File: src/hw/iwc_pkg.sv
// Constants, types and register map of the interrupt and wake-up controller
package iwc_pkg;
   // Register indices; the byte address is four times the index
   localparam logic [7:0] IDX_POWER_CONTROL = 8'h87;
   localparam logic [7:0] IDX_TIMER_EXT_INT_CONTROL = 8'h88;
   localparam logic [7:0] IDX_XFLG = 8'h95;
   localparam logic [7:0] IDX_P1WK = 8'h96;
   localparam logic [7:0] IDX_IEM = 8'hA8;
   localparam logic [7:0] IDX_IEX = 8'hA9;
   localparam logic [7:0] IDX_PLM = 8'hB8;
   localparam logic [7:0] IDX_PHM = 8'hB9;
   localparam logic [7:0] IDX_PLX = 8'hBA;
   localparam logic [7:0] IDX_PHX = 8'hBB;
   // Field positions
   localparam int BIT_GLOBAL_EN = 7;
   localparam int BIT_PD = 1;
   localparam int BIT_IDL = 0;
   localparam int BIT_PIN0_TYPE = 0;
   localparam int BIT_PIN0_FLAG = 1;
   localparam int BIT_PIN1_TYPE = 2;
   localparam int BIT_PIN1_FLAG = 3;
   localparam int BIT_TM3_FLAG = 0;
   localparam int BIT_PCHG_FLAG = 1;
   localparam int BIT_PIN2_FLAG = 2;
   localparam int BIT_ADC_FLAG = 4;
   localparam int BIT_TK_FLAG = 5;
   localparam int BIT_PIN0_EN = 0;
   localparam int BIT_PIN1_EN = 2;
   localparam int BIT_PIN2_EN = 2;
   // Writable masks and reset values
   localparam logic [7:0] POWER_CONTROL_KEEP_MASK = 8'h8C;
   localparam logic [7:0] IEM_MASK = 8'hBF;
   localparam logic [7:0] LOW6_MASK = 8'h3F;
   localparam logic [7:0] XFLG_MASK = 8'h37;
   localparam logic [7:0] REG_RESET = 8'h00;
   // Sources and vectors
   localparam int N_SRC = 12;
   localparam logic [3:0] SRC_PIN0 = 4'h0;
   localparam logic [3:0] SRC_PIN1 = 4'h2;
   localparam logic [3:0] SRC_PCHG = 4'h7;
   localparam logic [3:0] SRC_PIN2 = 4'h8;
   localparam logic [3:0] RSVD_SLOT = 4'h6;
   localparam logic [15:0] VEC_BASE = 16'h0003;
   localparam logic [15:0] VEC_RSVD = 16'h0033;

   typedef enum logic [1:0] {
      MODE_RUN = 2'b00,
      MODE_IDLE = 2'b01,
      MODE_HALT = 2'b10
   } iwc_mode_t;

   typedef struct packed {
      logic read;
      logic write;
      logic [7:0] address;
      logic [31:0] writedata;
   } iwc_av_req_t;

   typedef struct packed {
      logic waitrequest;
      logic [31:0] readdata;
   } iwc_av_rsp_t;

   typedef struct packed {
      logic req;
      logic [15:0] vector;
      logic [1:0] level;
   } iwc_irq_t;

   typedef struct packed {
      logic [7:0] power_control;
      logic [7:0] timer_ext_int_control;
      logic [7:0] xflg;
      logic [3:0] p1wk;
      logic [7:0] iem;
      logic [7:0] iex;
      logic [7:0] plm;
      logic [7:0] phm;
      logic [7:0] plx;
      logic [7:0] phx;
      iwc_mode_t mode;
      logic [3:0] in_svc;
      logic [2:0] pin_prev;
      logic [3:0] p1_prev;
      logic irq_req;
      logic [3:0] irq_src;
      logic [15:0] irq_vec;
      logic [1:0] irq_lvl;
      logic resume;
      logic waitreq;
      logic [31:0] rdata;
   } iwc_state_t;

   localparam iwc_state_t ST_RESET = '{mode: MODE_RUN, pin_prev: 3'b111, p1_prev: 4'hF,
                                       waitreq: 1'b1, default: '0};
endpackage : iwc_pkg

File: src/hw/iwc_ctrl.sv
// Interrupt and wake-up controller: flags, enables, four-level priority, power modes
//
// Local design decision: the Avalon-MM register port.
`timescale 1ns/100ps
module iwc_ctrl
   import iwc_pkg::*;
#(
   parameter int N_P1 = 4
)
(
   input wire logic ref_clk,
   input wire logic srst,
   input wire iwc_pkg::iwc_av_req_t avs_req,
   output iwc_pkg::iwc_av_rsp_t avs_rsp,
   input wire logic ext_pin_a,
   input wire logic ext_pin_b,
   input wire logic ext_pin_c,
   input wire logic [N_P1-1:0] port1_pins,
   input wire logic [5:0] periph_req,
   input wire logic timer3_evt,
   input wire logic conv_evt,
   input wire logic touch_evt,
   input wire logic cpu_ack,
   input wire logic cpu_reti,
   output iwc_pkg::iwc_irq_t cpu_irq,
   output iwc_pkg::iwc_mode_t power_mode,
   output logic halt_resume
);
   import iwc_pkg::*;

   if (N_P1 < 1 || N_P1 > 4) begin : g_bad_p1
      $error("N_P1 must lie between 1 and 4");
   end

   iwc_state_t st_q;
   iwc_state_t st_d;

   // Reserved slot is skipped so sources at its index and above shift up one slot
   function automatic logic [15:0] vec_of(input logic [3:0] src);
      logic [3:0] slot;
      slot = (src < RSVD_SLOT) ? src : src + 4'h1;
      return VEC_BASE + {9'h000, slot, 3'b000};
   endfunction : vec_of

   function automatic logic [1:0] lvl_of(input logic [3:0] src, input logic [11:0] hi,
                                         input logic [11:0] lo);
      return {hi[src], lo[src]};
   endfunction : lvl_of

   logic [2:0] pins;
   logic [2:0] fall;
   logic [2:0] pin_en;
   logic [2:0] low_en;
   logic [3:0] p1_now;
   logic [3:0] p1_chg;
   logic [11:0] req;
   logic [11:0] en;
   logic [11:0] pend;
   logic [11:0] hi_all;
   logic [11:0] lo_all;
   logic found;
   logic [3:0] best_src;
   logic [1:0] best_lvl;
   logic allowed;
   logic refuse;
   logic halt_wake;
   logic bus_wr;
   logic [7:0] wd;

   always_comb
   begin
      st_d = st_q;
      pins = {ext_pin_c, ext_pin_b, ext_pin_a};
      p1_now = 4'h0;
      p1_now[N_P1-1:0] = port1_pins;
      fall = st_q.pin_prev & ~pins;
      pin_en = {st_q.iex[BIT_PIN2_EN], st_q.iem[BIT_PIN1_EN], st_q.iem[BIT_PIN0_EN]};
      low_en = ~pins & pin_en;
      p1_chg = (p1_now ^ st_q.p1_prev) & st_q.p1wk;
      st_d.pin_prev = pins;
      st_d.p1_prev = p1_now;

      // Request lines by source index; index order equals vector order
      req = {periph_req[5], periph_req[4],
             st_q.xflg[BIT_ADC_FLAG] | st_q.xflg[BIT_TK_FLAG],
             st_q.xflg[BIT_PIN2_FLAG], st_q.xflg[BIT_PCHG_FLAG], st_q.xflg[BIT_TM3_FLAG],
             periph_req[3], periph_req[2], periph_req[1],
             st_q.timer_ext_int_control[BIT_PIN1_TYPE] ? st_q.timer_ext_int_control[BIT_PIN1_FLAG] : ~ext_pin_b,
             periph_req[0],
             st_q.timer_ext_int_control[BIT_PIN0_TYPE] ? st_q.timer_ext_int_control[BIT_PIN0_FLAG] : ~ext_pin_a};
      en = {st_q.iex[5:0], st_q.iem[5:0]};
      pend = req & en & {N_SRC{st_q.iem[BIT_GLOBAL_EN]}};
      hi_all = {st_q.phx[5:0], st_q.phm[5:0]};
      lo_all = {st_q.plx[5:0], st_q.plm[5:0]};

      // Strictly greater keeps the lowest index among equals
      found = 1'b0;
      best_src = 4'h0;
      best_lvl = 2'b00;
      for (int s = 0; s < N_SRC; s++)
      begin
         if (pend[s] && (!found || lvl_of(4'(s), hi_all, lo_all) > best_lvl))
         begin
            found = 1'b1;
            best_src = 4'(s);
            best_lvl = lvl_of(4'(s), hi_all, lo_all);
         end
      end
      allowed = found && ((st_q.in_svc >> best_lvl) == 4'h0);

      // Bus slave: one wait cycle, write lands on the edge waitrequest is low
      bus_wr = avs_req.write && !st_q.waitreq;
      wd = avs_req.writedata[7:0];
      st_d.waitreq = 1'b1;
      st_d.rdata = 32'h0000_0000;
      if ((avs_req.read || avs_req.write) && st_q.waitreq)
      begin
         st_d.waitreq = 1'b0;
         if (avs_req.read)
         begin
            unique case (avs_req.address)
               IDX_POWER_CONTROL: st_d.rdata[7:0] = st_q.power_control;
               IDX_TIMER_EXT_INT_CONTROL: st_d.rdata[7:0] = st_q.timer_ext_int_control;
               IDX_XFLG: st_d.rdata[7:0] = st_q.xflg;
               IDX_P1WK: st_d.rdata[7:0] = {4'h0, st_q.p1wk};
               IDX_IEM: st_d.rdata[7:0] = st_q.iem;
               IDX_IEX: st_d.rdata[7:0] = st_q.iex;
               IDX_PLM: st_d.rdata[7:0] = st_q.plm;
               IDX_PHM: st_d.rdata[7:0] = st_q.phm;
               IDX_PLX: st_d.rdata[7:0] = st_q.plx;
               IDX_PHX: st_d.rdata[7:0] = st_q.phx;
               default: st_d.rdata = 32'h0000_0000;
            endcase
         end
      end
      refuse = |low_en;
      if (bus_wr)
      begin
         unique case (avs_req.address)
            IDX_POWER_CONTROL: st_d.power_control = (st_q.power_control & ~POWER_CONTROL_KEEP_MASK) | (wd & POWER_CONTROL_KEEP_MASK);
            IDX_TIMER_EXT_INT_CONTROL: st_d.timer_ext_int_control = wd;
            IDX_XFLG: st_d.xflg = st_q.xflg & (wd | ~XFLG_MASK);
            IDX_P1WK: st_d.p1wk = wd[3:0];
            IDX_IEM: st_d.iem = wd & IEM_MASK;
            IDX_IEX: st_d.iex = wd & LOW6_MASK;
            IDX_PLM: st_d.plm = wd & LOW6_MASK;
            IDX_PHM: st_d.phm = wd & LOW6_MASK;
            IDX_PLX: st_d.plx = wd & LOW6_MASK;
            IDX_PHX: st_d.phx = wd & LOW6_MASK;
            default: st_d.rdata = 32'h0000_0000;
         endcase
      end

      // Handler return drops the highest level in service, so the preempted one resumes
      if (cpu_reti)
      begin
         if (st_q.in_svc[3])
            st_d.in_svc[3] = 1'b0;
         else if (st_q.in_svc[2])
            st_d.in_svc[2] = 1'b0;
         else if (st_q.in_svc[1])
            st_d.in_svc[1] = 1'b0;
         else
            st_d.in_svc[0] = 1'b0;
      end
      if (cpu_ack && st_q.irq_req)
      begin
         st_d.in_svc[st_q.irq_lvl] = 1'b1;
         unique case (st_q.irq_src)
            SRC_PIN0: st_d.timer_ext_int_control[BIT_PIN0_FLAG] = 1'b0;
            SRC_PIN1: st_d.timer_ext_int_control[BIT_PIN1_FLAG] = 1'b0;
            SRC_PCHG: st_d.xflg[BIT_PCHG_FLAG] = 1'b0;
            SRC_PIN2: st_d.xflg[BIT_PIN2_FLAG] = 1'b0;
            default: st_d.in_svc[st_q.irq_lvl] = 1'b1;
         endcase
      end

      // Sets come last so an event beats a clear in the same cycle
      st_d.timer_ext_int_control[BIT_PIN0_FLAG] = st_d.timer_ext_int_control[BIT_PIN0_FLAG] | fall[0];
      st_d.timer_ext_int_control[BIT_PIN1_FLAG] = st_d.timer_ext_int_control[BIT_PIN1_FLAG] | fall[1];
      st_d.xflg[BIT_PIN2_FLAG] = st_d.xflg[BIT_PIN2_FLAG] | fall[2];
      st_d.xflg[BIT_PCHG_FLAG] = st_d.xflg[BIT_PCHG_FLAG] | (|p1_chg);
      st_d.xflg[BIT_TM3_FLAG] = st_d.xflg[BIT_TM3_FLAG] | timer3_evt;
      st_d.xflg[BIT_ADC_FLAG] = st_d.xflg[BIT_ADC_FLAG] | conv_evt;
      st_d.xflg[BIT_TK_FLAG] = st_d.xflg[BIT_TK_FLAG] | touch_evt;

      // Power modes; pin wake ignores the global enable and the pin-change enable
      halt_wake = (|(fall & pin_en)) || (|low_en) || (|p1_chg);
      st_d.resume = 1'b0;
      unique case (st_q.mode)
         MODE_RUN:
         begin
            if (bus_wr && avs_req.address == IDX_POWER_CONTROL && wd[BIT_PD] && !refuse)
            begin
               st_d.mode = MODE_HALT;
               st_d.power_control[BIT_PD] = 1'b1;
            end
            else if (bus_wr && avs_req.address == IDX_POWER_CONTROL && wd[BIT_IDL])
            begin
               st_d.mode = MODE_IDLE;
               st_d.power_control[BIT_IDL] = 1'b1;
            end
         end
         MODE_IDLE:
         begin
            if (|pend)
            begin
               st_d.mode = MODE_RUN;
               st_d.power_control[BIT_IDL] = 1'b0;
            end
         end
         MODE_HALT:
         begin
            if (halt_wake)
            begin
               st_d.mode = MODE_RUN;
               st_d.power_control[BIT_PD] = 1'b0;
               st_d.resume = 1'b1;
            end
         end
         default:
         begin
            st_d.mode = MODE_RUN;
            st_d.power_control[BIT_PD] = 1'b0;
            st_d.power_control[BIT_IDL] = 1'b0;
         end
      endcase

      // No request while halted or while the resumed instruction runs
      st_d.irq_req = allowed && !(cpu_ack && st_q.irq_req) && st_q.mode != MODE_HALT
                     && !st_d.resume && !st_q.resume;
      st_d.irq_src = best_src;
      st_d.irq_vec = vec_of(best_src);
      st_d.irq_lvl = best_lvl;
   end

   always_ff @(posedge ref_clk)
   begin
      if (srst)
         st_q <= ST_RESET;
      else
         st_q <= st_d;
   end

   assign avs_rsp = '{waitrequest: st_q.waitreq, readdata: st_q.rdata};
   assign cpu_irq = '{req: st_q.irq_req, vector: st_q.irq_vec, level: st_q.irq_lvl};
   assign power_mode = st_q.mode;
   assign halt_resume = st_q.resume;
endmodule : iwc_ctrl

File: config.mk
export PLATFORM = sky130hd
export DESIGN_NAME = iwc_ctrl
export DESIGN_NICKNAME = d
export VERILOG_FILES = /design/src/hw/iwc_pkg.sv /design/src/hw/iwc_ctrl.sv
export SDC_FILE = /design/constraint.sdc
export NUM_CORES = 1
export LEC_CHECK = 0
export ABC_AREA = 1
export BUFFER_PORTS_ARGS = -buffer_cell sky130_fd_sc_hd__buf_2
export CELL_PAD_IN_SITES_DETAIL_PLACEMENT = 0
export CELL_PAD_IN_SITES_GLOBAL_PLACEMENT = 1
export CORE_UTILIZATION = 35
export DETAILED_ROUTE_END_ITERATION = 6
export GPL_ROUTABILITY_DRIVEN = 1
export GPL_TIMING_DRIVEN = 1
export PLACE_DENSITY = 0.75
export SYNTH_ARGS = -nofsm -noshare
export SYNTH_HDL_FRONTEND = slang
export SYNTH_SLANG_ARGS = --single-unit
File: constraint.sdc
create_clock -name ref_clk -period 10.51 [get_ports ref_clk]
set_input_delay 1.051 -clock ref_clk [delete_from_list [all_inputs] [get_ports ref_clk]]
set_output_delay 1.051 -clock ref_clk [all_outputs]
set_load 0.02 [all_outputs]
## Word-level counts from Yosys, hierarchy flattened

Cells that the tools add are included.

- Memory bits (writable): 0
- Memories kept: 0
- Word-level logic and storage cells: 239
- Bits in latches: 0
- Register bits after elaboration: 135
- ROM bits: 0
- Input port bits: 62
- Output and inout port bits: 55

- Magnitude comparators: 14
- Shifts and indexed selects: 1
- Bitwise logic cells: 22
- Equality and inequality tests: 19
- Mux-type cells: 83
- Multipliers: 0
- Div/mod/pow operators: 0
- Reduce and logical (&&, ||, !) cells: 74
- $add $sub $neg: 2

Operators with widths:

| kind | number |
|---|---|
| 8-bit == test (second input constant) | 10 |
| 8-bit one-hot mux with 10 select lines | 1 |
| 70-bit 2-to-1 mux | 1 |
| 32-bit 2-to-1 mux | 2 |
| 4-bit 2-to-1 mux | 12 |
| 2-bit 2-to-1 mux | 21 |
| 33-bit 2-to-1 mux | 1 |
| 8-bit 2-to-1 mux | 4 |
| 1-bit 2-to-1 mux | 30 |
| 6-bit 2-to-1 mux | 5 |
| 12-bit AND | 2 |
| 1-bit logical AND | 24 |
| 2-bit greater-than comparator | 11 |
| 2-bit AND reduction | 10 |
| 1-bit zero test | 16 |
| 1-bit logical OR | 14 |
| 12-bit OR reduction | 1 |
| 10-bit OR reduction | 1 |
| 3-bit AND | 3 |
| 2-bit by 7-bit adder with 8-bit output (first input constant) | 1 |
| 8-bit AND | 1 |
| 4-bit zero test | 2 |
| 1-bit bitwise OR | 8 |
| 4-bit bitwise OR | 2 |
| other kinds (25) | 32 |

## Depth between registers and ports, before layout

Gate-level depths: netlist of the first run.

- Word-level depth: 56
- Gate-level depth with buffers: 99

## Least setup slack after synthesis of the first run

Ideal clock, no wire load.

- Path kind: input to register
- From: in ext_pin_a
- To: reg st_q (netlist bit cpu_irq[6])
- Arrival: 11.439 ns
- Path slack: -1.042 ns
- Path buffers: 0
- Cell stages on the path: 95
- Path through: nand2_1 -> nand3_2 -> nor2_1 -> inv_1 -> ha_1 -> nand2_1 -> nand2_1 -> nand2_1 -> nand2_1 -> nand2_1 -> nand2_1 -> and2_1 -> ha_1 -> inv_1 -> nor2_1 -> o21ai_0 -> nand2_2 -> nand2_4 -> [... 59 more ...] -> nand2_2 -> nand2_4 -> nand3_1 -> nand2_1 -> ha_1 -> inv_1 -> nor2_1 -> o21ai_0 -> nand2_1 -> nand2_1 -> inv_1 -> nor2_1 -> nand2_1 -> ha_1 -> inv_1 -> nand2_1 -> o21ai_1 -> inv_1

- Longest elaborated chain between the ends: 52

RTL lines:

| item | line | source |
|---|---|---|
| start, declared | iwc_ctrl.sv:15 | `input wire logic ext_pin_a,` |
| 1-bit NOT (*) | iwc_ctrl.sv:90 | `st_q.timer_ext_int_control[BIT_PIN0_TYPE] ? st_q.timer_ext_int_control[BIT_PIN0_FLAG] : ~ext_pin_a};` |
| 1-bit 2-to-1 mux (*) | iwc_ctrl.sv:90 |  |
| 12-bit AND (*) (2 in a row) | iwc_ctrl.sv:92 | `pend = req & en & {N_SRC{st_q.iem[BIT_GLOBAL_EN]}};` |
| 2-bit 2-to-1 mux / 1-bit 2-to-1 mux (equally long branches) | iwc_ctrl.sv:102 | `if (pend[s] && (!found \|\| lvl_of(4'(s), hi_all, lo_all) > best_lvl))` |
| 2-bit greater-than comparator / 1-bit zero test (equally long branches) | iwc_ctrl.sv:102 |  |
| 1-bit logical OR | iwc_ctrl.sv:102 |  |
| 1-bit logical AND | iwc_ctrl.sv:102 |  |
| 2-bit 2-to-1 mux / 1-bit 2-to-1 mux (equally long branches) | iwc_ctrl.sv:102 |  |
| [... 36 more ...] | n/a |  |
| 2-bit greater-than comparator / 1-bit zero test (equally long branches) | iwc_ctrl.sv:102 |  |
| 1-bit logical OR | iwc_ctrl.sv:102 |  |
| 1-bit logical AND | iwc_ctrl.sv:102 |  |
| 4-bit 2-to-1 mux (*) | iwc_ctrl.sv:102 |  |
| via best_src[1] | iwc_ctrl.sv:62 | `logic [3:0] best_src;` |
| 4-bit by 1-bit adder with 4-bit output / 4-bit by 3-bit < comparator with 1-bit output (equally long branches) | iwc_ctrl.sv:41 | `slot = (src < RSVD_SLOT) ? src : src + 4'h1;` |
| 4-bit 2-to-1 mux (*) | iwc_ctrl.sv:41 |  |
| 2-bit by 7-bit adder with 8-bit output (*) | iwc_ctrl.sv:42 | `return VEC_BASE + {9'h000, slot, 3'b000};` |
| end signal, assigned | iwc_ctrl.sv:242 | `st_q <= st_d;` |
| end, declared | iwc_ctrl.sv:35 | `iwc_state_t st_q;` |

The timed path passes the listed nets; every way through them passes the cells marked *.
A chain may end at the register's enable or synchronous reset.

## Worst setup path in the final report of the first run

- From: in ext_pin_a
- To: reg st_q (netlist bit cpu_irq[7])

- Longest elaborated chain between the ends: 52

RTL lines:

| item | line |
|---|---|
| 1-bit NOT (*) | iwc_ctrl.sv:90 |
| 1-bit 2-to-1 mux (*) | iwc_ctrl.sv:90 |
| 12-bit AND (*) (2 in a row) | iwc_ctrl.sv:92 |
| 2-bit 2-to-1 mux / 1-bit 2-to-1 mux (equally long branches) | iwc_ctrl.sv:102 |
| 2-bit greater-than comparator / 1-bit zero test (equally long branches) | iwc_ctrl.sv:102 |
| 1-bit logical OR | iwc_ctrl.sv:102 |
| 1-bit logical AND | iwc_ctrl.sv:102 |
| 2-bit 2-to-1 mux / 1-bit 2-to-1 mux (equally long branches) | iwc_ctrl.sv:102 |
| [... 35 more ...] | n/a |
| 2-bit 2-to-1 mux / 1-bit 2-to-1 mux (equally long branches) | iwc_ctrl.sv:102 |
| 2-bit greater-than comparator / 1-bit zero test (equally long branches) | iwc_ctrl.sv:102 |
| 1-bit logical OR | iwc_ctrl.sv:102 |
| 1-bit logical AND | iwc_ctrl.sv:102 |
| 4-bit 2-to-1 mux (*) | iwc_ctrl.sv:102 |
| 4-bit by 1-bit adder with 4-bit output / 4-bit by 3-bit < comparator with 1-bit output (equally long branches) | iwc_ctrl.sv:41 |
| 4-bit 2-to-1 mux (*) | iwc_ctrl.sv:41 |
| 2-bit by 7-bit adder with 8-bit output (*) | iwc_ctrl.sv:42 |

Every way passes the cells marked *; elsewhere a longest branch is shown, timed or not.

==> flow_metrics.tcl, run 1 <==
set metrics [dict create \
    grt_pass1_wl_um 26300 \
    diodes 0 \
    static-leakage-power_nw 3.23 \
    ctsHtreeMaxLevel 3 \
    synth_area_leaders "sky130_fd_sc_hd__dfxtp_1 35%, sky130_fd_sc_hd__inv_1 8.9%, sky130_fd_sc_hd__nand2_1 7.8%" \
    cap_violations 0 \
    final.setup.worst_slack_ns -0.551 \
    wl_per_cell_um 15.4 \
    detailed_placer_s_ending_hpwl_um 12000 \
    grt-ovfl-total 0 \
    whs_path_depth 2 \
    synth_area_sq_um 5430 \
    dr_vias_cell 4.93 \
    finalNetCount 980 \
    power_density_nw_per_um2 102 \
    result_of_the_run "finished with violations" \
    timing.critical_path.from_type "input pin" \
    worstRegToRegCells 97 \
    routabilityCongestion 0.836 \
    placement_rows 45 \
    vias_post_dr 5392 \
    clock_sinks 94 \
    initial_antenna_violation_count 0 \
    async_flop_share 0 \
    grt_max_degree 60 \
    clock_skew_ns 0.00553 \
    multi_input_comb_area_sq_um 3160 \
    clock_insertion_delay_worst_skew_ns 0.35 \
    die_ht_um 127 \
    first_global_vias 5117 \
    synth-seq-cells 94 \
    synth_area_leader_cell "sky130_fd_sc_hd__dfxtp_1" \
    io_pins 117 \
    timing_worst_setup_path_type "in2reg" \
    timing.hold.ws_ns 0.450 \
    fin_crit_ns 11.06 \
    filler_cell_count 1505 \
    tritoncts_clock_tree "built" \
    required_ns 10.75 \
    slew_violations 0 \
    timing_hold_violations_final 0 \
    cts_root_buffer "sky130_fd_sc_hd__clkbuf_16" \
    design.die.area_sq_um 16000 \
    timing.critical_path.fanout_max 5 \
    critical_path.max_stage_delay_ns 0.31 \
    synth-warning-count 0 \
    max_slew.worst_pin.slew_ns 1.08 \
    synth-seq-area-share 0.346 \
    hp-class "reg2reg" \
    floorplan.initialDensity 0.357 \
    drive_above_1_share 0.340 \
    finalSetupViolations 11 \
    die_w_um 127 \
    dpl_cell_area_sq_um 6180 \
    final_core_util 0.479 \
    synthesis.area_per_instance_sq_um 7.27 \
    numCtsBuffers 9 \
    cts_hold_buffers 0 \
    slowest_stage "sky130_fd_sc_hd__ha_1" \
    drc 0 \
    syn_to_final_growth_pct 34.1 \
    worst_setup_path_end_kind "flop" \
    core_ar_sq_um 15200 \
    fmaxAchievable_mhz 90.4 \
    timing.critical_path.mode_cell "sky130_fd_sc_hd__nand2_2" \
    number_of_enable_flip_flop_cells_after_synthesis 0 \
    cts_buffer_depth 2 \
    detail-route-antenna-nets 0 \
    critical_path.startpoint "ext_pin_a" \
    synthesis.instances 747 \
    fin_crit_sh 1.05 \
    synth_top_cell_area_share 0.346 \
    synth-main-ff-cell "sky130_fd_sc_hd__dfxtp_1" \
    port-buffer-count 58 \
    drt_iter0_markers 306 \
    setup_tns_ns -4.20 \
    violations_in_the_final_reports "setup timing" \
    drt_pre_antenna_iters 5 \
    setup_repair_after_global_routing_missed_its_margin "yes" \
    slew-limit-headroom 0.280 \
    arrival_ns 11.30 \
    path_clk_slew_ns 0.06 \
    yosys.cell_types.count 45 \
    reg2reg_from "st_q[131]" \
    register_area_sq_um 1880 \
    fin_area_sq_um 7280 \
    peakVddDrop_mv 0.0801 \
    min-delay-start "st_q[136]" \
    drt-total-wl_um 16800 \
    grt.total_usage 0.211 \
]
[cells by family (layout without fill, tap and decap cells)]
logic type,Yosys count,after routing,share of synthesized area
AOI/OAI and AO/OA,158,158,0.195
and+or+nand+nor,275,275,0.238
buffers and inverters,200,325,0.177
xor gates and xnor gates,1,1,0.00161
other,1,34,0.000690
DFF,94,94,0.346
adders and majority gates,18,18,0.0415
[metal layers]
| layer | global-route usage | wire, um |
|---|---|---|
| met1 | 0.275 | 7640 |
| met3 | 0.0342 | 702 |
| met5 | 0 | 0 |
| met2 | 0.359 | 8220 |
| met4 | 0.0602 | 249 |
[final timing paths]
| check | slack, ns | endpoint |
|---|---|---|
| setup / recovery | -0.55 | cpu_irq[7] |
| hold / removal | 0.45 | avs_rsp[6] |
| setup reg to reg | -0.21 | cpu_irq[7] |
| hold reg to reg | 0.45 | avs_rsp[6] |
[flip-flops by register name (all words and copies together), names as in the netlist]
name	flops
lo_all	12
hi_all	12
en	12
st_q	35
req	3
power_mode	2
halt_resume	1
cpu_irq	8
avs_rsp	9
[layout make-up]
| class | count | share of cell area |
|---|---|---|
| Clock buffer | 14 | 0.0362 |
| Clock inverter | 2 | 0.00533 |
| Inverter | 135 | 0.0699 |
| Sequential cell | 94 | 0.258 |
| Multi-Input combinational cell | 486 | 0.433 |
| Tap cell | 188 | 0.0323 |
| Timing Repair Buffer | 174 | 0.164 |
[what timing repair did]
item | in CTS | in global routing
cloned | 0 | 0
gates resized for setup | 29 | 53
setup buffers | 44 | 12
pin swaps | 58 | 56
endpoints found under the setup margin | 11 | 11
[Yosys cell counts, types with 18 or more instances]
master                       n
sky130_fd_sc_hd__a21oi_1    35
sky130_fd_sc_hd__buf_4      54
sky130_fd_sc_hd__nor2_1     66
sky130_fd_sc_hd__inv_1     129
sky130_fd_sc_hd__dfxtp_1    94
sky130_fd_sc_hd__a221oi_1   39
sky130_fd_sc_hd__o21ai_0    29
sky130_fd_sc_hd__nand2_1   113
sky130_fd_sc_hd__ha_1       18
sky130_fd_sc_hd__nand3_1    31
[power by group]
part / total (mW) / switching (mW) / internal, mW
Clock: 0.338 / 0.139 / 0.199
Sequential: 0.362 / 0.00205 / 0.360
Combinational: 0.0466 / 0.0342 / 0.0124
[stage by stage]
| step | cells | setup slack [ns] | total power [mW] |
|---|---|---|---|
| floorplan | 780 | -0.548 | 0.408 |
| global placement | 1022 | -1.10 | 0.415 |
| detailed placement | 1022 | -1.26 | 0.415 |
| CTS | 1081 | -0.655 | 0.753 |
| global route | 1093 | -1.31 | 0.770 |
| finish | 1093 | -0.551 | 0.746 |
[worst max-delay path, delay by kind of cell]
kind                       cells  cell delay, ns
adders and majority gates      9            2.32
and+or+nand+nor               45            3.56
buffers and inverters         26            2.46
AOI/OAI and AO/OA             17            1.85
[cells in the final DEF (no fill, tap or decap), types with 7 or more instances in the layout]
cell,count
sky130_fd_sc_hd__nand2_1,92
sky130_fd_sc_hd__ha_1,7
sky130_fd_sc_hd__nor3_1,15
sky130_fd_sc_hd__conb_1,34
sky130_fd_sc_hd__ha_4,11
sky130_fd_sc_hd__o22ai_1,16
sky130_fd_sc_hd__buf_2,57
sky130_fd_sc_hd__buf_4,109
sky130_fd_sc_hd__clkbuf_16,9
sky130_fd_sc_hd__nor2_1,59
sky130_fd_sc_hd__dfxtp_1,94
sky130_fd_sc_hd__nand3_1,25
sky130_fd_sc_hd__o21ai_1,11
sky130_fd_sc_hd__nand3_2,15
sky130_fd_sc_hd__inv_1,121
sky130_fd_sc_hd__o21ai_2,9
sky130_fd_sc_hd__o221ai_1,7
sky130_fd_sc_hd__a221oi_1,39
sky130_fd_sc_hd__inv_2,10
sky130_fd_sc_hd__o21ai_0,18
sky130_fd_sc_hd__nand2_4,15
sky130_fd_sc_hd__buf_6,7
sky130_fd_sc_hd__a21oi_1,34
sky130_fd_sc_hd__nand2_2,29
(Power assumes the default switching activity.)
==> run 2: changes to the inputs <==
Settings changed: BUFFER_PORTS_ARGS -buffer_cell sky130_fd_sc_hd__buf_2 to unset, CORE_UTILIZATION 35 to 41, DONT_BUFFER_PORTS set to 1, TNS_END_PERCENT set to 5.
==> flow_metrics.tcl, run 2 (synthesis gave the netlist of run 1 again) <==
set metrics [dict create \
    result_of_the_run "finished with violations" \
    violations_in_the_final_reports "setup timing" \
    drc 0 \
    drt_iter0_markers 261 \
    static-leakage-power_nw 2.75 \
    cts_buffer_depth 2 \
    timing.hold.ws_ns 0.445 \
    drt-total-wl_um 15700 \
    grt_max_degree 60 \
    max_flop_register "st_q" \
    grt_pass1_wl_um 24500 \
    slowest_stage "sky130_fd_sc_hd__ha_1" \
    die_ht_um 117 \
    drt_pre_antenna_iters 5 \
    hp-class "reg2reg" \
    post_layout_nonfiller_instances 973 \
    grt-ovfl-total 0 \
    timing.critical_path.fanout_max 5 \
    routabilityCongestion 0.886 \
    setup_repair_after_global_routing_missed_its_margin "yes" \
    core_ar_sq_um 12800 \
    finalNetCount 876 \
    clock_sinks 94 \
    design.die.area_sq_um 13700 \
    ctsHtreeMaxLevel 3 \
    dpl.cell_count 946 \
    largest_register_ff_count 35 \
    tritoncts_clock_tree "built" \
    critical_path.max_stage_delay_ns 0.33 \
    timing.critical_path.from_type "input pin" \
    numCtsBuffers 9 \
    finalSetupViolations 10 \
    placement_rows 41 \
    dr_vias_cell 5.19 \
    fmaxAchievable_mhz 92.1 \
    mostFrequentLayoutCell "sky130_fd_sc_hd__inv_1" \
    detailed_placer_s_ending_hpwl_um 11800 \
    most-common-layout-cells "125 x sky130_fd_sc_hd__inv_1, 96 x sky130_fd_sc_hd__nand2_1, 94 x sky130_fd_sc_hd__dfxtp_1" \
    cts_hold_buffers 0 \
    power_density_nw_per_um2 118 \
    final.setup.worst_slack_ns -0.348 \
    fin_crit_ns 10.86 \
    io_pins 117 \
    first_global_vias 4814 \
    cts_root_buffer "sky130_fd_sc_hd__clkbuf_16" \
    max_slew.worst_pin.slew_ns 1.11 \
    drive_above_1_share 0.241 \
    timing_hold_violations_final 0 \
    cap_violations 0 \
    arrival_ns 11.10 \
    wl_per_cell_um 16.1 \
    detail-route-antenna-nets 0 \
    floorplan.initialDensity 0.425 \
    diodes 0 \
    worst_setup_path_end_kind "flop" \
    slew-limit-headroom 0.256 \
    clock_skew_ns 0.00582 \
    port-buffer-count 0 \
    regToRegSetupSlack_ns -0.11 \
    grt.total_usage 0.239 \
    timing.critical_path.mode_cell "sky130_fd_sc_hd__nand2_2" \
    timing_worst_setup_path_type "in2reg" \
    power.total_uw 773 \
    vias_post_dr 5052 \
    peakVddDrop_mv 0.0855 \
    path_clk_slew_ns 0.06 \
    die_w_um 117 \
    syn_to_final_growth_pct 20.2 \
    required_ns 10.76 \
    slew_violations 0 \
    initial_antenna_violation_count 0 \
    fin_crit_sh 1.03 \
    clock_insertion_delay_worst_skew_ns 0.35 \
]
## run 2: cell count changes in the layout (fill, tap and decap cells not counted), moves of 5 or more
cell	change
sky130_fd_sc_hd__buf_2	-57
sky130_fd_sc_hd__buf_4	-40
sky130_fd_sc_hd__buf_6	-6
sky130_fd_sc_hd__nand2_4	-5
## run 2: routing by layer
metal	part of all wire	vias to the layer above	routed length (um)	track usage
met4	0.022	0	348	0.0844
met1	0.45	2377	7070	0.304
met5	0	-	0	0
met3	0.046	26	729	0.0396
met2	0.48	133	7530	0.407
li1	-	2516	-	-
## run 2: layout make-up
cell class                 instances  area (sq um)
inverter                         135           509
clock buffer                       9           225
sequential                        94          1880
multi-input combinational        486          3050
timing repair buffer              70           529
tap                              172           215
clock inverter                     7           120
fill                            1241          6240
## run 2: power breakdown
| group | internal, mW | total [mW] | switching (mW) | leakage [nW] |
|---|---|---|---|---|
| sequential | 0.360 | 0.363 | 0.00319 | 0.761 |
| clock | 0.234 | 0.379 | 0.145 | 0.166 |
| combinational | 0.00667 | 0.0309 | 0.0242 | 1.82 |
| total | 0.600 | 0.773 | 0.172 | 2.75 |
## run 2: worst paths after layout
kind	to	cells after the start	from
max	cpu_irq[6]	94	ext_pin_a
min	avs_rsp[6]	2	st_q[136]
max reg2reg	cpu_irq[6]	95	st_q[131]
min reg2reg	avs_rsp[6]	2	st_q[136]
## run 2: what timing repair did
action	in CTS	in global routing
setup buffers	7	4
resized for setup	25	34
pin swaps	26	30
setup endpoints to repair	11	11
## run 2: critical path, delay by kind of cell
kind                     cells  cell delay [ns]
adder cells (fa/ha/maj)     11             2.74
AND/OR/NAND/NOR             52             4.34
buffers and inverters       14             0.83
AO/OA/AOI/OAI               17             2.15
## run 2: metrics by stage
step,setup TNS [ns],utilization,area (sq um),setup slack [ns]
6_report,-1.94,0.511,6530,-0.348
5_1_grt,-11.48,0.511,6530,-1.23
4_1_cts,-3.33,0.495,6320,-0.473
3_5_place_dp,-13.46,0.454,5800,-1.37
3_3_place_gp,-9.32,0.454,5800,-1.02
2_1_floorplan,-3.62,-,5600,-0.607
